### config.mk
export PLATFORM = sky130hd
export DESIGN_NAME = tws_shaper
export DESIGN_NICKNAME = d
export VERILOG_FILES = /design/src/tws_pkg.sv /design/src/tws_sample_ram.sv /design/src/tws_shaper.sv
export SDC_FILE = /design/constraint.sdc
export NUM_CORES = 1
export LEC_CHECK = 0
export ABC_AREA = 1
export BUFFER_PORTS_ARGS = -buffer_cell sky130_fd_sc_hd__buf_2
export CAP_MARGIN = 20
export CORE_AREA = 2 2 244 246
export CTS_CLUSTER_DIAMETER = 200
export CTS_CLUSTER_SIZE = 28
export DETAILED_ROUTE_END_ITERATION = 10
export DIE_AREA = 0 0 246 248
export PLACE_DENSITY = 0.73
export SYNTH_ARGS = -nofsm -noshare
export SYNTH_HDL_FRONTEND = slang
export SYNTH_HIERARCHICAL = 1
export SYNTH_SLANG_ARGS = --single-unit
### constraint.sdc
create_clock -name core_clk -period 11.5 [get_ports core_clk]
set_input_delay 0.575 -clock core_clk [delete_from_list [all_inputs] [get_ports core_clk]]
set_output_delay 0.575 -clock core_clk [all_outputs]
set_load 0.02 [all_outputs]
### src/tws_pkg.sv
`default_nettype none
package tws_pkg;

	////////////////////////////////////////////////////////////////////////
	// timing: one sub-phase lasts a fixed number of core_clk cycles
	localparam int TWS_CLK_HZ = 50_000_000; // core clock rate
	localparam int TWS_SLOTS = 6; // cycles per sub-phase
	localparam logic [2:0] TWS_SLOT_LAST = 3'(TWS_SLOTS - 1); // scale slot
	localparam logic [3:0] TWS_SUBPHASE_LAST = 4'hf; // 16 per interval

	////////////////////////////////////////////////////////////////////////
	// pulse shape selector codes
	localparam logic [3:0] TWS_PS_E1_75 = 4'h0;
	localparam logic [3:0] TWS_PS_E1_120 = 4'h1;
	localparam logic [3:0] TWS_PS_T1_133 = 4'h2; // also j1 and 0 db
	localparam logic [3:0] TWS_PS_T1_266 = 4'h3;
	localparam logic [3:0] TWS_PS_T1_399 = 4'h4;
	localparam logic [3:0] TWS_PS_T1_533 = 4'h5;
	localparam logic [3:0] TWS_PS_T1_655 = 4'h6;
	localparam logic [3:0] TWS_PS_BUILD_75 = 4'h9; // -7.5 db
	localparam logic [3:0] TWS_PS_BUILD_150 = 4'ha; // -15.0 db
	localparam logic [3:0] TWS_PS_BUILD_225 = 4'hb; // -22.5 db
	localparam logic [1:0] TWS_PS_ARB_TOP = 2'h3; // top bits of 11xx

	////////////////////////////////////////////////////////////////////////
	// reference template indices in the rom
	localparam logic [3:0] TWS_TPL_E1_75 = 4'h0;
	localparam logic [3:0] TWS_TPL_E1_120 = 4'h1;
	localparam logic [3:0] TWS_TPL_T1_133 = 4'h2;
	localparam logic [3:0] TWS_TPL_T1_655 = 4'h6;
	localparam logic [3:0] TWS_TPL_J1 = 4'h7;
	localparam logic [3:0] TWS_TPL_BUILD_0 = 4'h8;
	localparam logic [3:0] TWS_TPL_LAST = 4'hb; // twelve templates

	////////////////////////////////////////////////////////////////////////
	// amplitude scaling, gains in units of 1/1024
	localparam logic [5:0] TWS_SCALE_STD_E1 = 6'h21; // 100001
	localparam logic [5:0] TWS_SCALE_STD_T1 = 6'h36; // 110110
	localparam int TWS_STEP_PCT_E1 = 3; // percent per step
	localparam int TWS_STEP_PCT_T1 = 2; // percent per step
	localparam int TWS_GAIN_SHIFT = 10;
	localparam logic [11:0] TWS_GAIN_UNITY = 12'h400;
	localparam logic [11:0] TWS_STEP_E1 =
		12'((TWS_STEP_PCT_E1 * 1024 + 50) / 100);
	localparam logic [11:0] TWS_STEP_T1 =
		12'((TWS_STEP_PCT_T1 * 1024 + 50) / 100);
	localparam logic [11:0] TWS_GAIN_BUILD_75 = 12'h1b0; // 10^(-7.5/20)
	localparam logic [11:0] TWS_GAIN_BUILD_150 = 12'h0b6; // 10^(-15/20)
	localparam logic [11:0] TWS_GAIN_BUILD_225 = 12'h04d; // 10^(-22.5/20)
	localparam int TWS_AMP_MAX = 63; // full scale magnitude

	////////////////////////////////////////////////////////////////////////
	// e1 templates: one edge sample then a flat top, first interval only
	localparam logic [6:0] TWS_E1_75_EDGE = 7'h0c;
	localparam logic [6:0] TWS_E1_75_TOP = 7'h30;
	localparam logic [6:0] TWS_E1_120_EDGE = 7'h0f;
	localparam logic [6:0] TWS_E1_120_TOP = 7'h3c;
	localparam logic [3:0] TWS_E1_EDGE_IDX = 4'h3;
	localparam logic [3:0] TWS_E1_TOP_FIRST = 4'h4;
	localparam logic [3:0] TWS_E1_TOP_LAST = 4'hb;

	////////////////////////////////////////////////////////////////////////
	// t1 templates: first interval and a three-sample tail in the second
	localparam logic [6:0] TWS_T1_HEAD [0:4][0:15] = '{
		'{7'h17, 7'h27, 7'h27, 7'h26, 7'h25, 7'h25, 7'h25, 7'h24,
		  7'h23, 7'h4a, 7'h4a, 7'h49, 7'h47, 7'h45, 7'h44, 7'h43},
		'{7'h1b, 7'h2c, 7'h2b, 7'h2a, 7'h28, 7'h28, 7'h27, 7'h26,
		  7'h25, 7'h50, 7'h4f, 7'h4d, 7'h4a, 7'h48, 7'h46, 7'h44},
		'{7'h1f, 7'h31, 7'h2f, 7'h2c, 7'h2b, 7'h2a, 7'h29, 7'h28,
		  7'h25, 7'h57, 7'h53, 7'h50, 7'h4b, 7'h48, 7'h46, 7'h44},
		'{7'h20, 7'h38, 7'h33, 7'h2f, 7'h2e, 7'h2d, 7'h2c, 7'h2a,
		  7'h28, 7'h58, 7'h58, 7'h53, 7'h4c, 7'h48, 7'h46, 7'h44},
		'{7'h20, 7'h3f, 7'h38, 7'h33, 7'h2f, 7'h2e, 7'h2d, 7'h2c,
		  7'h29, 7'h5f, 7'h5e, 7'h57, 7'h4f, 7'h49, 7'h47, 7'h44}};
	localparam logic [6:0] TWS_T1_TAIL [0:4][0:2] = '{
		'{7'h42, 7'h41, 7'h00},
		'{7'h43, 7'h42, 7'h41},
		'{7'h43, 7'h42, 7'h41},
		'{7'h43, 7'h42, 7'h41},
		'{7'h43, 7'h42, 7'h41}};
	localparam logic [3:0] TWS_TAIL_LEN = 4'h3;

	////////////////////////////////////////////////////////////////////////
	// types
	typedef struct packed {
		logic rd; // 1 read, 0 write
		logic rom; // read back the reference template instead
		logic [1:0] intv; // interval index
		logic [3:0] sidx; // sample index
		logic [6:0] word; // sample word to write
	} tws_access_t;

	typedef struct packed {
		logic active; // a mark was sent
		logic neg; // negative polarity mark
	} tws_symbol_t;

	typedef enum logic [2:0] {
		TWS_ST_IDLE = 3'b001,
		TWS_ST_PEND = 3'b010,
		TWS_ST_CAPT = 3'b100
	} tws_acc_state_t;

endpackage
`default_nettype wire

### src/tws_sample_ram.sv
`timescale 1ns/1ns
`default_nettype none
// 64 x 7 waveform sample store, one port, registered read data
module tws_sample_ram
(
	// clock
	input wire logic clk,
	// port
	input wire logic we,
	input wire logic [5:0] addr,
	input wire logic [6:0] wdata,
	output logic [6:0] rdata
);

	logic [6:0] mem [0:63]; // contents are not reset

	////////////////////////////////////////////////////////////////////////
	// read first: a write returns the old word, read data always registered
	always_ff @(posedge clk)
	begin
		if (we)
			mem[addr] <= wdata;
		rdata <= mem[addr];
	end

endmodule
`default_nettype wire

### src/tws_shaper.sv
`timescale 1ns/1ns
`default_nettype none
module tws_shaper
(
	// clock and reset
	input wire logic core_clk,
	input wire logic srst,
	// configuration
	input wire logic [3:0] pulse_shape_select,
	input wire logic [5:0] amplitude_scaling,
	input wire logic [3:0] reference_template,
	// sample ram access
	input wire logic [1:0] interval_index,
	input wire logic [3:0] sample_index,
	input wire logic [6:0] sample_word,
	input wire logic access_read,
	input wire logic access_rom,
	input wire logic access_trigger,
	output logic access_busy,
	output logic access_done,
	output logic [6:0] read_word,
	// line symbols in, shaped samples out
	input wire logic mark_pos,
	input wire logic mark_neg,
	output logic symbol_take,
	output logic [6:0] line_drive_sample,
	output logic line_drive_strobe
);

	////////////////////////////////////////////////////////////////////////
	// rom lookup of the twelve reference templates
	function automatic logic [6:0] rom_sample(input logic [3:0] tpl,
		input logic [1:0] intv, input logic [3:0] sidx);
		logic [6:0] v;
		logic [2:0] row;
		v = 7'h00;
		row = 3'h0;
		// build-out and j1 references reuse the short cable shape
		if (tpl >= tws_pkg::TWS_TPL_T1_133 && tpl <= tws_pkg::TWS_TPL_T1_655)
			row = 3'(tpl - tws_pkg::TWS_TPL_T1_133);
		if (tpl == tws_pkg::TWS_TPL_E1_75 || tpl == tws_pkg::TWS_TPL_E1_120)
		begin
			// e1 pulses live in the first interval only
			if (intv == 2'h0 && sidx == tws_pkg::TWS_E1_EDGE_IDX)
				v = (tpl == tws_pkg::TWS_TPL_E1_75) ?
					tws_pkg::TWS_E1_75_EDGE : tws_pkg::TWS_E1_120_EDGE;
			else if (intv == 2'h0 && sidx >= tws_pkg::TWS_E1_TOP_FIRST &&
				sidx <= tws_pkg::TWS_E1_TOP_LAST)
				v = (tpl == tws_pkg::TWS_TPL_E1_75) ?
					tws_pkg::TWS_E1_75_TOP : tws_pkg::TWS_E1_120_TOP;
		end
		else if (tpl <= tws_pkg::TWS_TPL_LAST)
		begin
			// t1 family: head interval plus short negative tail
			if (intv == 2'h0)
				v = tws_pkg::TWS_T1_HEAD[row][sidx];
			else if (intv == 2'h1 && sidx < tws_pkg::TWS_TAIL_LEN)
				v = tws_pkg::TWS_T1_TAIL[row][sidx[1:0]];
		end
		return v;
	endfunction

	////////////////////////////////////////////////////////////////////////
	// sub-phase divider: slots 0..3 read, 1..4 sum, last slot scales
	logic [2:0] slot; // position inside one sub-phase
	logic [3:0] subphase; // sub-phase inside the interval
	wire logic slot_last = (slot == tws_pkg::TWS_SLOT_LAST);
	wire logic ui_end = slot_last &&
		(subphase == tws_pkg::TWS_SUBPHASE_LAST);

	// slot counter and sub-phase counter
	always_ff @(posedge core_clk)
	begin
		if (srst)
		begin
			slot <= 3'h0;
			subphase <= 4'h0;
		end
		else
		begin
			slot <= slot_last ? 3'h0 : slot + 3'h1;
			if (slot_last)
				subphase <= subphase + 4'h1;
		end
	end

	////////////////////////////////////////////////////////////////////////
	// symbol history: entry k is the pulse launched k intervals ago
	tws_pkg::tws_symbol_t hist [0:3];

	// newest symbol taken at the end of each interval
	always_ff @(posedge core_clk)
	begin
		if (srst)
			hist[0] <= '0;
		else if (ui_end)
			hist[0] <= '{active: mark_pos | mark_neg,
				neg: mark_neg & ~mark_pos};
	end

	// older pulses shift one interval on
	genvar gk;
	generate
		for (gk = 1; gk < 4; gk++)
		begin : g_hist
			always_ff @(posedge core_clk)
			begin
				if (srst)
					hist[gk] <= '0;
				else if (ui_end)
					hist[gk] <= hist[gk - 1];
			end
		end
	endgenerate

	////////////////////////////////////////////////////////////////////////
	// mode decode from the selector
	wire logic sel_arb =
		(pulse_shape_select[3:2] == tws_pkg::TWS_PS_ARB_TOP);
	logic sel_play; // a defined shaping method is chosen
	logic [3:0] play_tpl; // rom template played in preset modes
	logic [11:0] fixed_gain; // gain for preset and build-out modes

	// preset and build-out code table
	always_comb
	begin
		sel_play = 1'b1;
		play_tpl = tws_pkg::TWS_TPL_BUILD_0;
		fixed_gain = tws_pkg::TWS_GAIN_UNITY;
		case (pulse_shape_select)
			tws_pkg::TWS_PS_E1_75,
			tws_pkg::TWS_PS_E1_120:
				play_tpl = pulse_shape_select;
			tws_pkg::TWS_PS_T1_133,
			tws_pkg::TWS_PS_T1_266,
			tws_pkg::TWS_PS_T1_399:
				play_tpl = pulse_shape_select;
			tws_pkg::TWS_PS_T1_533,
			tws_pkg::TWS_PS_T1_655:
				play_tpl = pulse_shape_select;
			tws_pkg::TWS_PS_BUILD_75:
				fixed_gain = tws_pkg::TWS_GAIN_BUILD_75;
			tws_pkg::TWS_PS_BUILD_150:
				fixed_gain = tws_pkg::TWS_GAIN_BUILD_150;
			tws_pkg::TWS_PS_BUILD_225:
				fixed_gain = tws_pkg::TWS_GAIN_BUILD_225;
			default:
				// 0111, 1000 and 11xx play nothing from rom
				sel_play = sel_arb;
		endcase
	end

	////////////////////////////////////////////////////////////////////////
	// amplitude scaling for the arbitrary waveform
	wire logic ref_e1 = (reference_template == tws_pkg::TWS_TPL_E1_75) ||
		(reference_template == tws_pkg::TWS_TPL_E1_120);
	wire logic [5:0] scale_std = ref_e1 ? tws_pkg::TWS_SCALE_STD_E1 :
		tws_pkg::TWS_SCALE_STD_T1;
	wire logic [11:0] scale_step = ref_e1 ? tws_pkg::TWS_STEP_E1 :
		tws_pkg::TWS_STEP_T1;
	wire logic signed [6:0] scale_diff = signed'({1'b0, amplitude_scaling})
		- signed'({1'b0, scale_std});
	wire logic signed [19:0] gain_wide =
		20'(signed'({1'b0, tws_pkg::TWS_GAIN_UNITY})) +
		20'(scale_diff) * 20'(signed'({1'b0, scale_step}));
	// large downward steps bottom out at silence, never invert
	wire logic signed [12:0] arb_gain = (gain_wide < 0) ? 13'sh0000 :
		gain_wide[12:0];
	wire logic signed [12:0] gain = sel_arb ? arb_gain :
		signed'({1'b0, fixed_gain});

	////////////////////////////////////////////////////////////////////////
	// software access engine
	tws_pkg::tws_acc_state_t state; // access state
	tws_pkg::tws_access_t req; // request latched at the trigger
	wire logic sw_go = (state == tws_pkg::TWS_ST_PEND) && slot_last;

	// ram port: software owns the last slot, playback the first four
	wire logic ram_we = sw_go && !req.rd;
	wire logic [5:0] ram_addr = sw_go ? {req.intv, req.sidx} :
		{slot[1:0], subphase};
	logic [6:0] ram_rdata; // registered read data

	tws_sample_ram u_ram
	(
		.clk(core_clk),
		.we(ram_we),
		.addr(ram_addr),
		.wdata(req.word),
		.rdata(ram_rdata)
	);

	// trigger, wait for the free slot, then finish
	always_ff @(posedge core_clk)
	begin
		if (srst)
		begin
			state <= tws_pkg::TWS_ST_IDLE;
			req <= '0;
			access_done <= 1'b0;
			read_word <= 7'h00;
		end
		else
		begin
			access_done <= 1'b0;
			unique case (state)
				tws_pkg::TWS_ST_IDLE:
					if (access_trigger)
					begin
						// capture indices, word and direction
						req <= '{rd: access_read, rom: access_rom,
							intv: interval_index, sidx: sample_index,
							word: sample_word};
						state <= tws_pkg::TWS_ST_PEND;
					end
				tws_pkg::TWS_ST_PEND:
					if (slot_last)
						state <= tws_pkg::TWS_ST_CAPT;
				tws_pkg::TWS_ST_CAPT:
				begin
					// ram data of the access slot is valid now
					if (req.rd)
						read_word <= req.rom ?
							rom_sample(reference_template, req.intv,
							req.sidx) : ram_rdata;
					access_done <= 1'b1;
					state <= tws_pkg::TWS_ST_IDLE;
				end
			endcase
		end
	end

	// busy reads as the trigger bit still set
	assign access_busy = (state != tws_pkg::TWS_ST_IDLE);

	////////////////////////////////////////////////////////////////////////
	// summing of overlapping pulses
	logic [6:0] rom_q; // rom sample aligned with ram latency
	logic [1:0] term_k; // history entry of the arriving sample
	logic signed [9:0] acc; // sum of up to four terms
	wire logic [6:0] src = sel_arb ? ram_rdata : rom_q;
	wire tws_pkg::tws_symbol_t term_sym = hist[term_k];
	wire logic [9:0] term_mag = {4'h0, src[5:0]};
	wire logic term_on = sel_play && term_sym.active &&
		(slot != 3'h0) && (slot != tws_pkg::TWS_SLOT_LAST);
	wire logic signed [9:0] term = !term_on ? 10'sh000 :
		(src[6] ^ term_sym.neg) ? -signed'(term_mag) :
		signed'(term_mag);

	// rom pipeline and accumulator
	always_ff @(posedge core_clk)
	begin
		if (srst)
		begin
			rom_q <= 7'h00;
			term_k <= 2'h0;
			acc <= 10'sh000;
		end
		else
		begin
			rom_q <= rom_sample(play_tpl, slot[1:0], subphase);
			term_k <= slot[1:0];
			if (slot == 3'h0)
				acc <= 10'sh000;
			else
				acc <= acc + term;
		end
	end

	////////////////////////////////////////////////////////////////////////
	// scale, saturate and return to signed magnitude
	wire logic signed [22:0] prod = 23'(acc) * 23'(gain);
	wire logic signed [12:0] scaled = prod[22:10];
	wire logic signed [12:0] amp_max = 13'(tws_pkg::TWS_AMP_MAX);
	wire logic signed [12:0] clipped = (scaled > amp_max) ? amp_max :
		(scaled < -amp_max) ? -amp_max : scaled;
	wire logic [12:0] clip_abs = clipped[12] ? 13'(-clipped) :
		13'(clipped);
	wire logic [6:0] next_sample = {clipped[12], clip_abs[5:0]};

	// output sample register, one strobe per sub-phase
	always_ff @(posedge core_clk)
	begin
		if (srst)
		begin
			line_drive_sample <= 7'h00;
			line_drive_strobe <= 1'b0;
			symbol_take <= 1'b0;
		end
		else
		begin
			line_drive_strobe <= slot_last;
			symbol_take <= ui_end;
			if (slot_last)
				line_drive_sample <= next_sample;
		end
	end

endmodule
`default_nettype wire

## Word level (Yosys, flattened, before mapping)

Memories as Yosys holds them, arrays and structs flattened. A register that Yosys moved wholly into a read port is not among the register bits.
Cells that the tools add are included.

- Input bits: 34
- Memories: 6
- Bits in writable memories: 456
- Register bits after elaboration: 59
- Bits in read-only memories: 2128
- Latch bits: 0

- Shift-type cells: 0
- Eq/ne operators: 25
- Reduce and logical (&&, ||, !) cells: 33
- Magnitude comparators: 21
- Bitwise operators: 14
- Multiplexer cells: 73
- Add/sub/neg operators: 9
- Div/mod/pow operators: 0
- $mul: 2

Memory list:

| name | depth | bits a word | rd ports | clocked after Yosys merged registers in | wr ports | line | text |
|---|---|---|---|---|---|---|---|
| (no name shown) | 8 | 112 | 1 | 0 | 0 | tws_shaper.sv:56 | `v = tws_pkg::TWS_T1_HEAD[row][sidx];` |
| (no name shown) | 8 | 112 | 1 | 0 | 0 | tws_shaper.sv:56 |  |
| u_ram.mem | 64 | 7 | 1 | 1 | 1 | tws_sample_ram.sv:15 | `logic [6:0] mem [0:63];` |
| (no name shown) | 8 | 21 | 1 | 0 | 0 | tws_shaper.sv:58 | `v = tws_pkg::TWS_T1_TAIL[row][sidx[1:0]];` |
| (no name shown) | 8 | 21 | 1 | 0 | 0 | tws_shaper.sv:58 |  |
| hist | 4 | 2 | 4 | 1 | 4 | tws_shaper.sv:89 | `tws_pkg::tws_symbol_t hist [0:3];` |

Operators by type and width:

| cell | number |
|---|---|
| two-way mux 112 bit | 4 |
| two-way mux 7 bit | 18 |
| two-way mux 21 bit | 4 |
| binary-select mux 7 bit (select 4 bit) | 2 |
| two-way mux 13 bit | 4 |
| two-way mux 6 bit | 6 |
| case mux 11 bit (3 select lines) | 1 |
| binary-select mux 7 bit (select 2 bit) | 2 |
| two-way mux 3 bit | 8 |
| multiplier 10 x 13 -> 23 bit | 1 |
| two-way mux 10 bit | 2 |
| == test 4 x 2 -> 1 bit (second input constant) | 4 |
| == test 4 bit (second input constant) | 4 |
| less-or-equal comparator 4 bit (second input constant) | 4 |
| logical AND 1 bit | 16 |
| two-way mux 4 bit | 4 |
| adder 12 x 13 -> 14 bit (first input constant) | 1 |
| < comparator 14 x 1 -> 1 bit (second input constant) | 1 |
| two-way mux 2 bit | 7 |
| > comparator 13 x 7 -> 1 bit (second input constant) | 1 |
| < comparator 13 x 7 -> 1 bit (second input constant) | 1 |
| multiplier 7 x 6 -> 13 bit | 1 |
| == test 4 x 1 -> 1 bit (second input constant) | 3 |
| == test 4 x 3 -> 1 bit (second input constant) | 3 |
| other kinds (42) | 75 |

## Depth between registers and ports, before layout

- Depth in word-level cells: 18
- Depth in mapped cells: 66
- Gate-level depth less buffers: 66

## Modules after synthesis

The synthesis kept the hierarchy.

By module, submodules not included:

| module | cells each | area an instance (sq um) | instances |
|---|---|---|---|
| tws_sample_ram | 1904 | 19312.3 | 1 |
| tws_shaper | 1626 | 11403.4 | 1 |

## Least setup slack after synthesis

Ideal clock, no wire load.

- Path type: input to register
- Start point: in reference_template[3]
- End point: reg line_drive_sample[4]
- Library setup time: 0.118 ns
- Setup slack: 0.207 ns
- Data required time: 11.382 ns
- Stages: 58
- Arrival: 11.175 ns
- Buffers on the path: 0
- Path through: inv_1 > nand3_1 > inv_1 > ha_1 > inv_1 > fa_1 > inv_1 > nor3_2 > nor2_4 > inv_2 > nor2_1 > ha_1 > xor2_1 > fa_1 > fa_1 > ha_1 > ha_1 > nand2_1 > [... 22 more ...] > inv_1 > nor3_1 > inv_1 > nor3_1 > a21oi_1 > nand2_1 > nand2_1 > nand2_4 > nand3_1 > nor2_1 > nand3_2 > nand2_2 > nand2_1 > nor2_1 > ha_1 > nand3_1 > a21oi_1 > o21ai_1

- Longest elaborated chain between the ends: 15

Ends and longest elaborated chain:

| item | line | text |
|---|---|---|
| start, declared | tws_shaper.sv:11 | `input wire logic [3:0] reference_template,` |
| == test 4 x 1 -> 1 bit or zero test 4 bit (tied branches) | tws_shaper.sv:156, tws_shaper.sv:155 |  |
| logical OR 1 bit * | tws_shaper.sv:155 | `wire logic ref_e1 = (reference_template == tws_pkg::TWS_TPL_E1_75) \|\|` |
| two-way mux 5 bit | tws_shaper.sv:157 | `wire logic [5:0] scale_std = ref_e1 ? tws_pkg::TWS_SCALE_STD_E1 :` |
| subtractor 6 x 6 -> 7 bit | tws_shaper.sv:162 | `- signed'({1'b0, scale_std});` |
| multiplier 7 x 6 -> 13 bit * | tws_shaper.sv:165 | `20'(scale_diff) * 20'(signed'({1'b0, scale_step}));` |
| adder 12 x 13 -> 14 bit * | tws_shaper.sv:164 | `20'(signed'({1'b0, tws_pkg::TWS_GAIN_UNITY})) +` |
| < comparator 14 x 1 -> 1 bit | tws_shaper.sv:167 | `wire logic signed [12:0] arb_gain = (gain_wide < 0) ? 13'sh0000 :` |
| two-way mux 13 bit * | tws_shaper.sv:167 |  |
| two-way mux 13 bit * | tws_shaper.sv:169 | `wire logic signed [12:0] gain = sel_arb ? arb_gain :` |
| multiplier 10 x 13 -> 23 bit * | tws_shaper.sv:272 | `wire logic signed [22:0] prod = 23'(acc) * 23'(gain);` |
| < comparator 13 x 7 -> 1 bit | tws_shaper.sv:276 | `(scaled < -amp_max) ? -amp_max : scaled;` |
| two-way mux 13 bit | tws_shaper.sv:276 |  |
| two-way mux 13 bit * | tws_shaper.sv:275 | `wire logic signed [12:0] clipped = (scaled > amp_max) ? amp_max :` |
| negation 6 bit | tws_shaper.sv:277 | `wire logic [12:0] clip_abs = clipped[12] ? 13'(-clipped) :` |
| two-way mux 6 bit * | tws_shaper.sv:277 |  |
| end signal, assigned | tws_shaper.sv:295 | `line_drive_sample <= next_sample;` |
| end, declared | tws_shaper.sv:26 | `output logic [6:0] line_drive_sample,` |

Every way passes the cells marked *; elsewhere a longest branch is shown, timed or not.
A chain may end at the register's enable or synchronous reset.

## Worst setup path in the final report

- Start point: in reference_template[2]
- End point: reg line_drive_sample[4]

Same word-level chain as after synthesis.

==> run metrics <==
outcome=completed; Bufs and invs on worst path=12; Clk pwr share=0.258; fin crit period=10.84 ns; crit path DAT=11.34 ns; synthesized cell area=slightly above 30000 sq um; hold depth=3; VDD IR max=0.1061 mV; final hold viol count=0; initial antenna violation count=0; DR WL/cell=17.03 microns; worst hold endpoint=req[3]; vias in the first global route=between 20000 and 25000; Die H=248 microns; pin count of the biggest net entering global routing=101; Top FF cell, synth=edfxtp_1; kind of cell adding the most delay to the critical path=adder cells; Switching Share=0.2710; Rel. slew slack=0.3040; DRT iter0 DRCs=2110; syn nets=~3800; Clock transition at path regs=0.12 ns; Combinational Power Share=0.161; HPWL Detailed=49.10 mm; Avg Cell Area, Syn=8.701 sq um; ANT cells=0; worst path required time=11.99 ns; skew final=0.02325 ns; residual DRC count=0; Hold Crit Class=input port to flip-flop; slowest stage cell, crit path=fa_1; Starting Density=0.5254; post-synthesis sequential area ratio=0.4901; FF-to-FF path depth=29; area grow syn2layout=5.548%; Worst R2R Setup Slack=roughly 4.9 ns; TritonCTS Buffers=22; dpl cells=between 4000 and 5000; IO buf count=51; switching pwr=0.0009853 W; Worst path max stage delay=roughly 0.57 ns; setup_tns=0 ns; Worst Setup End Kind=flip-flop; power density over cell area=112.2 nW/um^2; clock root buffer=clkbuf_16; Via Count=23054; worst-case clock buffer depth=3; clk sinks=about 520; routability cong.=~0.95; Post-DRT Antenna Nets=0; R2R Path End=line_drive_sample[4]; routed wire length=73.41 mm; share of post-route cells with drive strength above 1=0.05538; die width=around 250 microns; asr flop ratio synth=0; first-pass GRT wire length=117.2 mm; Placement Cell Area=31700 sq um; Cells after Synth=3530; Skew-Pair Late Insertion Delay=0.59 ns; period utilization=0.9429; CTS tree=built; Placement Rows=89; number of distinct library cells after synthesis=56; Hold-fix buffers, CTS=0; fin cells=4312; Slew Limit Fails=0; First-pass DRT Iterations=5; total grt overflow=0; critical path class=input port to flip-flop; Achievable Freq=around 92 MHz; internal power=roughly 0.0027 W; die footprint=61010 sq um; r2r startpoint=acc[1]; Seq cells post-synth=524; CTS H-Tree Depth=1; IO Pins=52; Least-Margin Pin Slew=1.044 ns; max cap viols=0; vias per std cell=5.346; nets@finish=3807; synth warn=6; Design Area, Final=about 32000 sq um; Pleak=14.57 nW; Max FO, Critical Path=9; final setup vio count=0; Sequential Power Share=0.581; Total GRT Usage=0.2425; Core Region=58460 sq um; startpoint types=input port; HP Start=sample_word[3]; EDFF count, synth=approximately 460
routing by layer:
metal	part of all wire	GRT usage	up-vias
met2	0.47	0.3970	846
li1	-	-	11211
met1	0.44	0.3429	10880
met4	0.024	0.06310	0
met3	0.074	0.03060	117
met5	0	0	-
final cells by class:
class,count,area (sq um)
clock buffer,38,610.6
multi-input combinational,2514,13800
fill,5246,26040
sequential,524,15060
inverter,371,1404
tap,773,967.2
clock inverter,2,25.02
timing repair buffer,90,545.5
stage by stage:
stage | hold WS [ns] | total power (W) | worst slack (ns) | utilization
floorplan | 0.4445 | 0.002563 | 0.2070 | -
global placement | 0.4393 | 0.002720 | 0.08803 | 0.5421
detailed placement | 0.4383 | 0.002727 | -0.1685 | 0.5422
CTS | 0.2225 | 0.003646 | 0.4240 | 0.5530
global route | 0.2390 | 0.003795 | -0.008153 | 0.5545
finish | 0.2407 | 0.003636 | 0.6571 | 0.5545
placed cells by master (no fill, tap or decap), types with 7 or more instances in the layout:
| cell | count |
|---|---|
| nand2_1 | 1498 |
| edfxtp_1 | 456 |
| inv_1 | 355 |
| nor2_1 | 297 |
| fa_1 | 134 |
| ha_1 | 115 |
| o21ai_0 | 95 |
| nand3_1 | 87 |
| a21oi_1 | 86 |
| dfxtp_1 | 61 |
| buf_2 | 52 |
| buf_4 | 38 |
| clkbuf_16 | 22 |
| nor3_1 | 18 |
| or2_2 | 17 |
| clkbuf_1 | 16 |
| o211ai_1 | 15 |
| xnor2_1 | 12 |
| nand4_1 | 12 |
| xor2_1 | 11 |
| inv_2 | 10 |
| o21ai_1 | 10 |
| nor4_1 | 9 |
| nand3b_1 | 7 |
| a31oi_1 | 7 |
| a211oi_1 | 7 |
| dfxtp_2 | 7 |
| nor3_4 | 7 |
flip-flops by register name (all words and copies together) (netlist names), 3 cells and up, named ones only:
signal and flops:
subphase 4, acc 10, u_ram/mem 448, rom_q 7, line_drive_sample 7, u_ram/rdata 7, req 15, slot 3
read_word 7, hist 8, state 3
cells in the mapped netlist, types with 9 or more instances:
cell | instances | area share
nor3_1 | 19 | 0.0031
o21ai_1 | 9 | 0.0015
inv_1 | 356 | 0.044
o21ai_0 | 99 | 0.016
nor2_1 | 304 | 0.037
edfxtp_1 | 456 | 0.45
nand4_1 | 12 | 0.0024
or2_2 | 17 | 0.0035
a21oi_1 | 87 | 0.014
buf_2 | 50 | 0.0081
fa_1 | 135 | 0.088
ha_1 | 115 | 0.047
nor4_1 | 10 | 0.0020
xnor2_1 | 12 | 0.0034
buf_1 | 14 | 0.0017
inv_2 | 11 | 0.0013
nand2_1 | 1498 | 0.18
o211ai_1 | 15 | 0.0037
nand3_1 | 88 | 0.014
dfxtp_1 | 68 | 0.044
clkbuf_1 | 50 | 0.0061
xor2_1 | 11 | 0.0031
worst register-to-register path: cells and delay by family, from the launching register on:
family / cells / cell delay [ns]
AOI/OAI and AO/OA: 6 / 1.20
adders and majority gates: 7 / 3.08
buffers and inverters: 6 / 0.38
DFF: 1 / 0.70
and+or+nand+nor: 10 / 1.16
power groups by stage:
stage	clock network, W	registers [W]	logic (W)
finish	0.000939	0.00211	0.000586
global placement	0	0.00215	0.000566
floorplan	0	0.00216	0.000404
global route	0.00102	0.00211	0.000661
detailed placement	0	0.00215	0.000573
CTS	0.000959	0.00211	0.000576
worst max path at each step:
stage | start | end | slack [ns] | depth (start not counted)
after floorplan | reference_template[3] | line_drive_sample[4] | 0.21 | 58
after global placement | reference_template[3] | line_drive_sample[4] | 0.09 | 61
after detailed placement | reference_template[2] | line_drive_sample[4] | -0.17 | 63
after CTS | reference_template[2] | line_drive_sample[4] | 0.42 | 63
after global routing | reference_template[2] | line_drive_sample[4] | -0.008 | 58
final | reference_template[2] | line_drive_sample[4] | 0.66 | 58
cell families after synthesis:
group,after synthesis,share of synthesized area
AOI/OAI and AO/OA,252,0.04575
xor gates and xnor gates,23,0.006558
adders and majority gates,250,0.1348
buffers and inverters,492,0.06395
DFF,524,0.4901
muxes,4,0.001304
and+or+nand+nor,1985,0.2575
timing repair:
item,CTS,global route
setup endpoints to repair,0,5
endpoints found under the hold margin,0,0
resized for setup,0,19
setup buffers,0,2
Power figures use the tool's default switching activity.
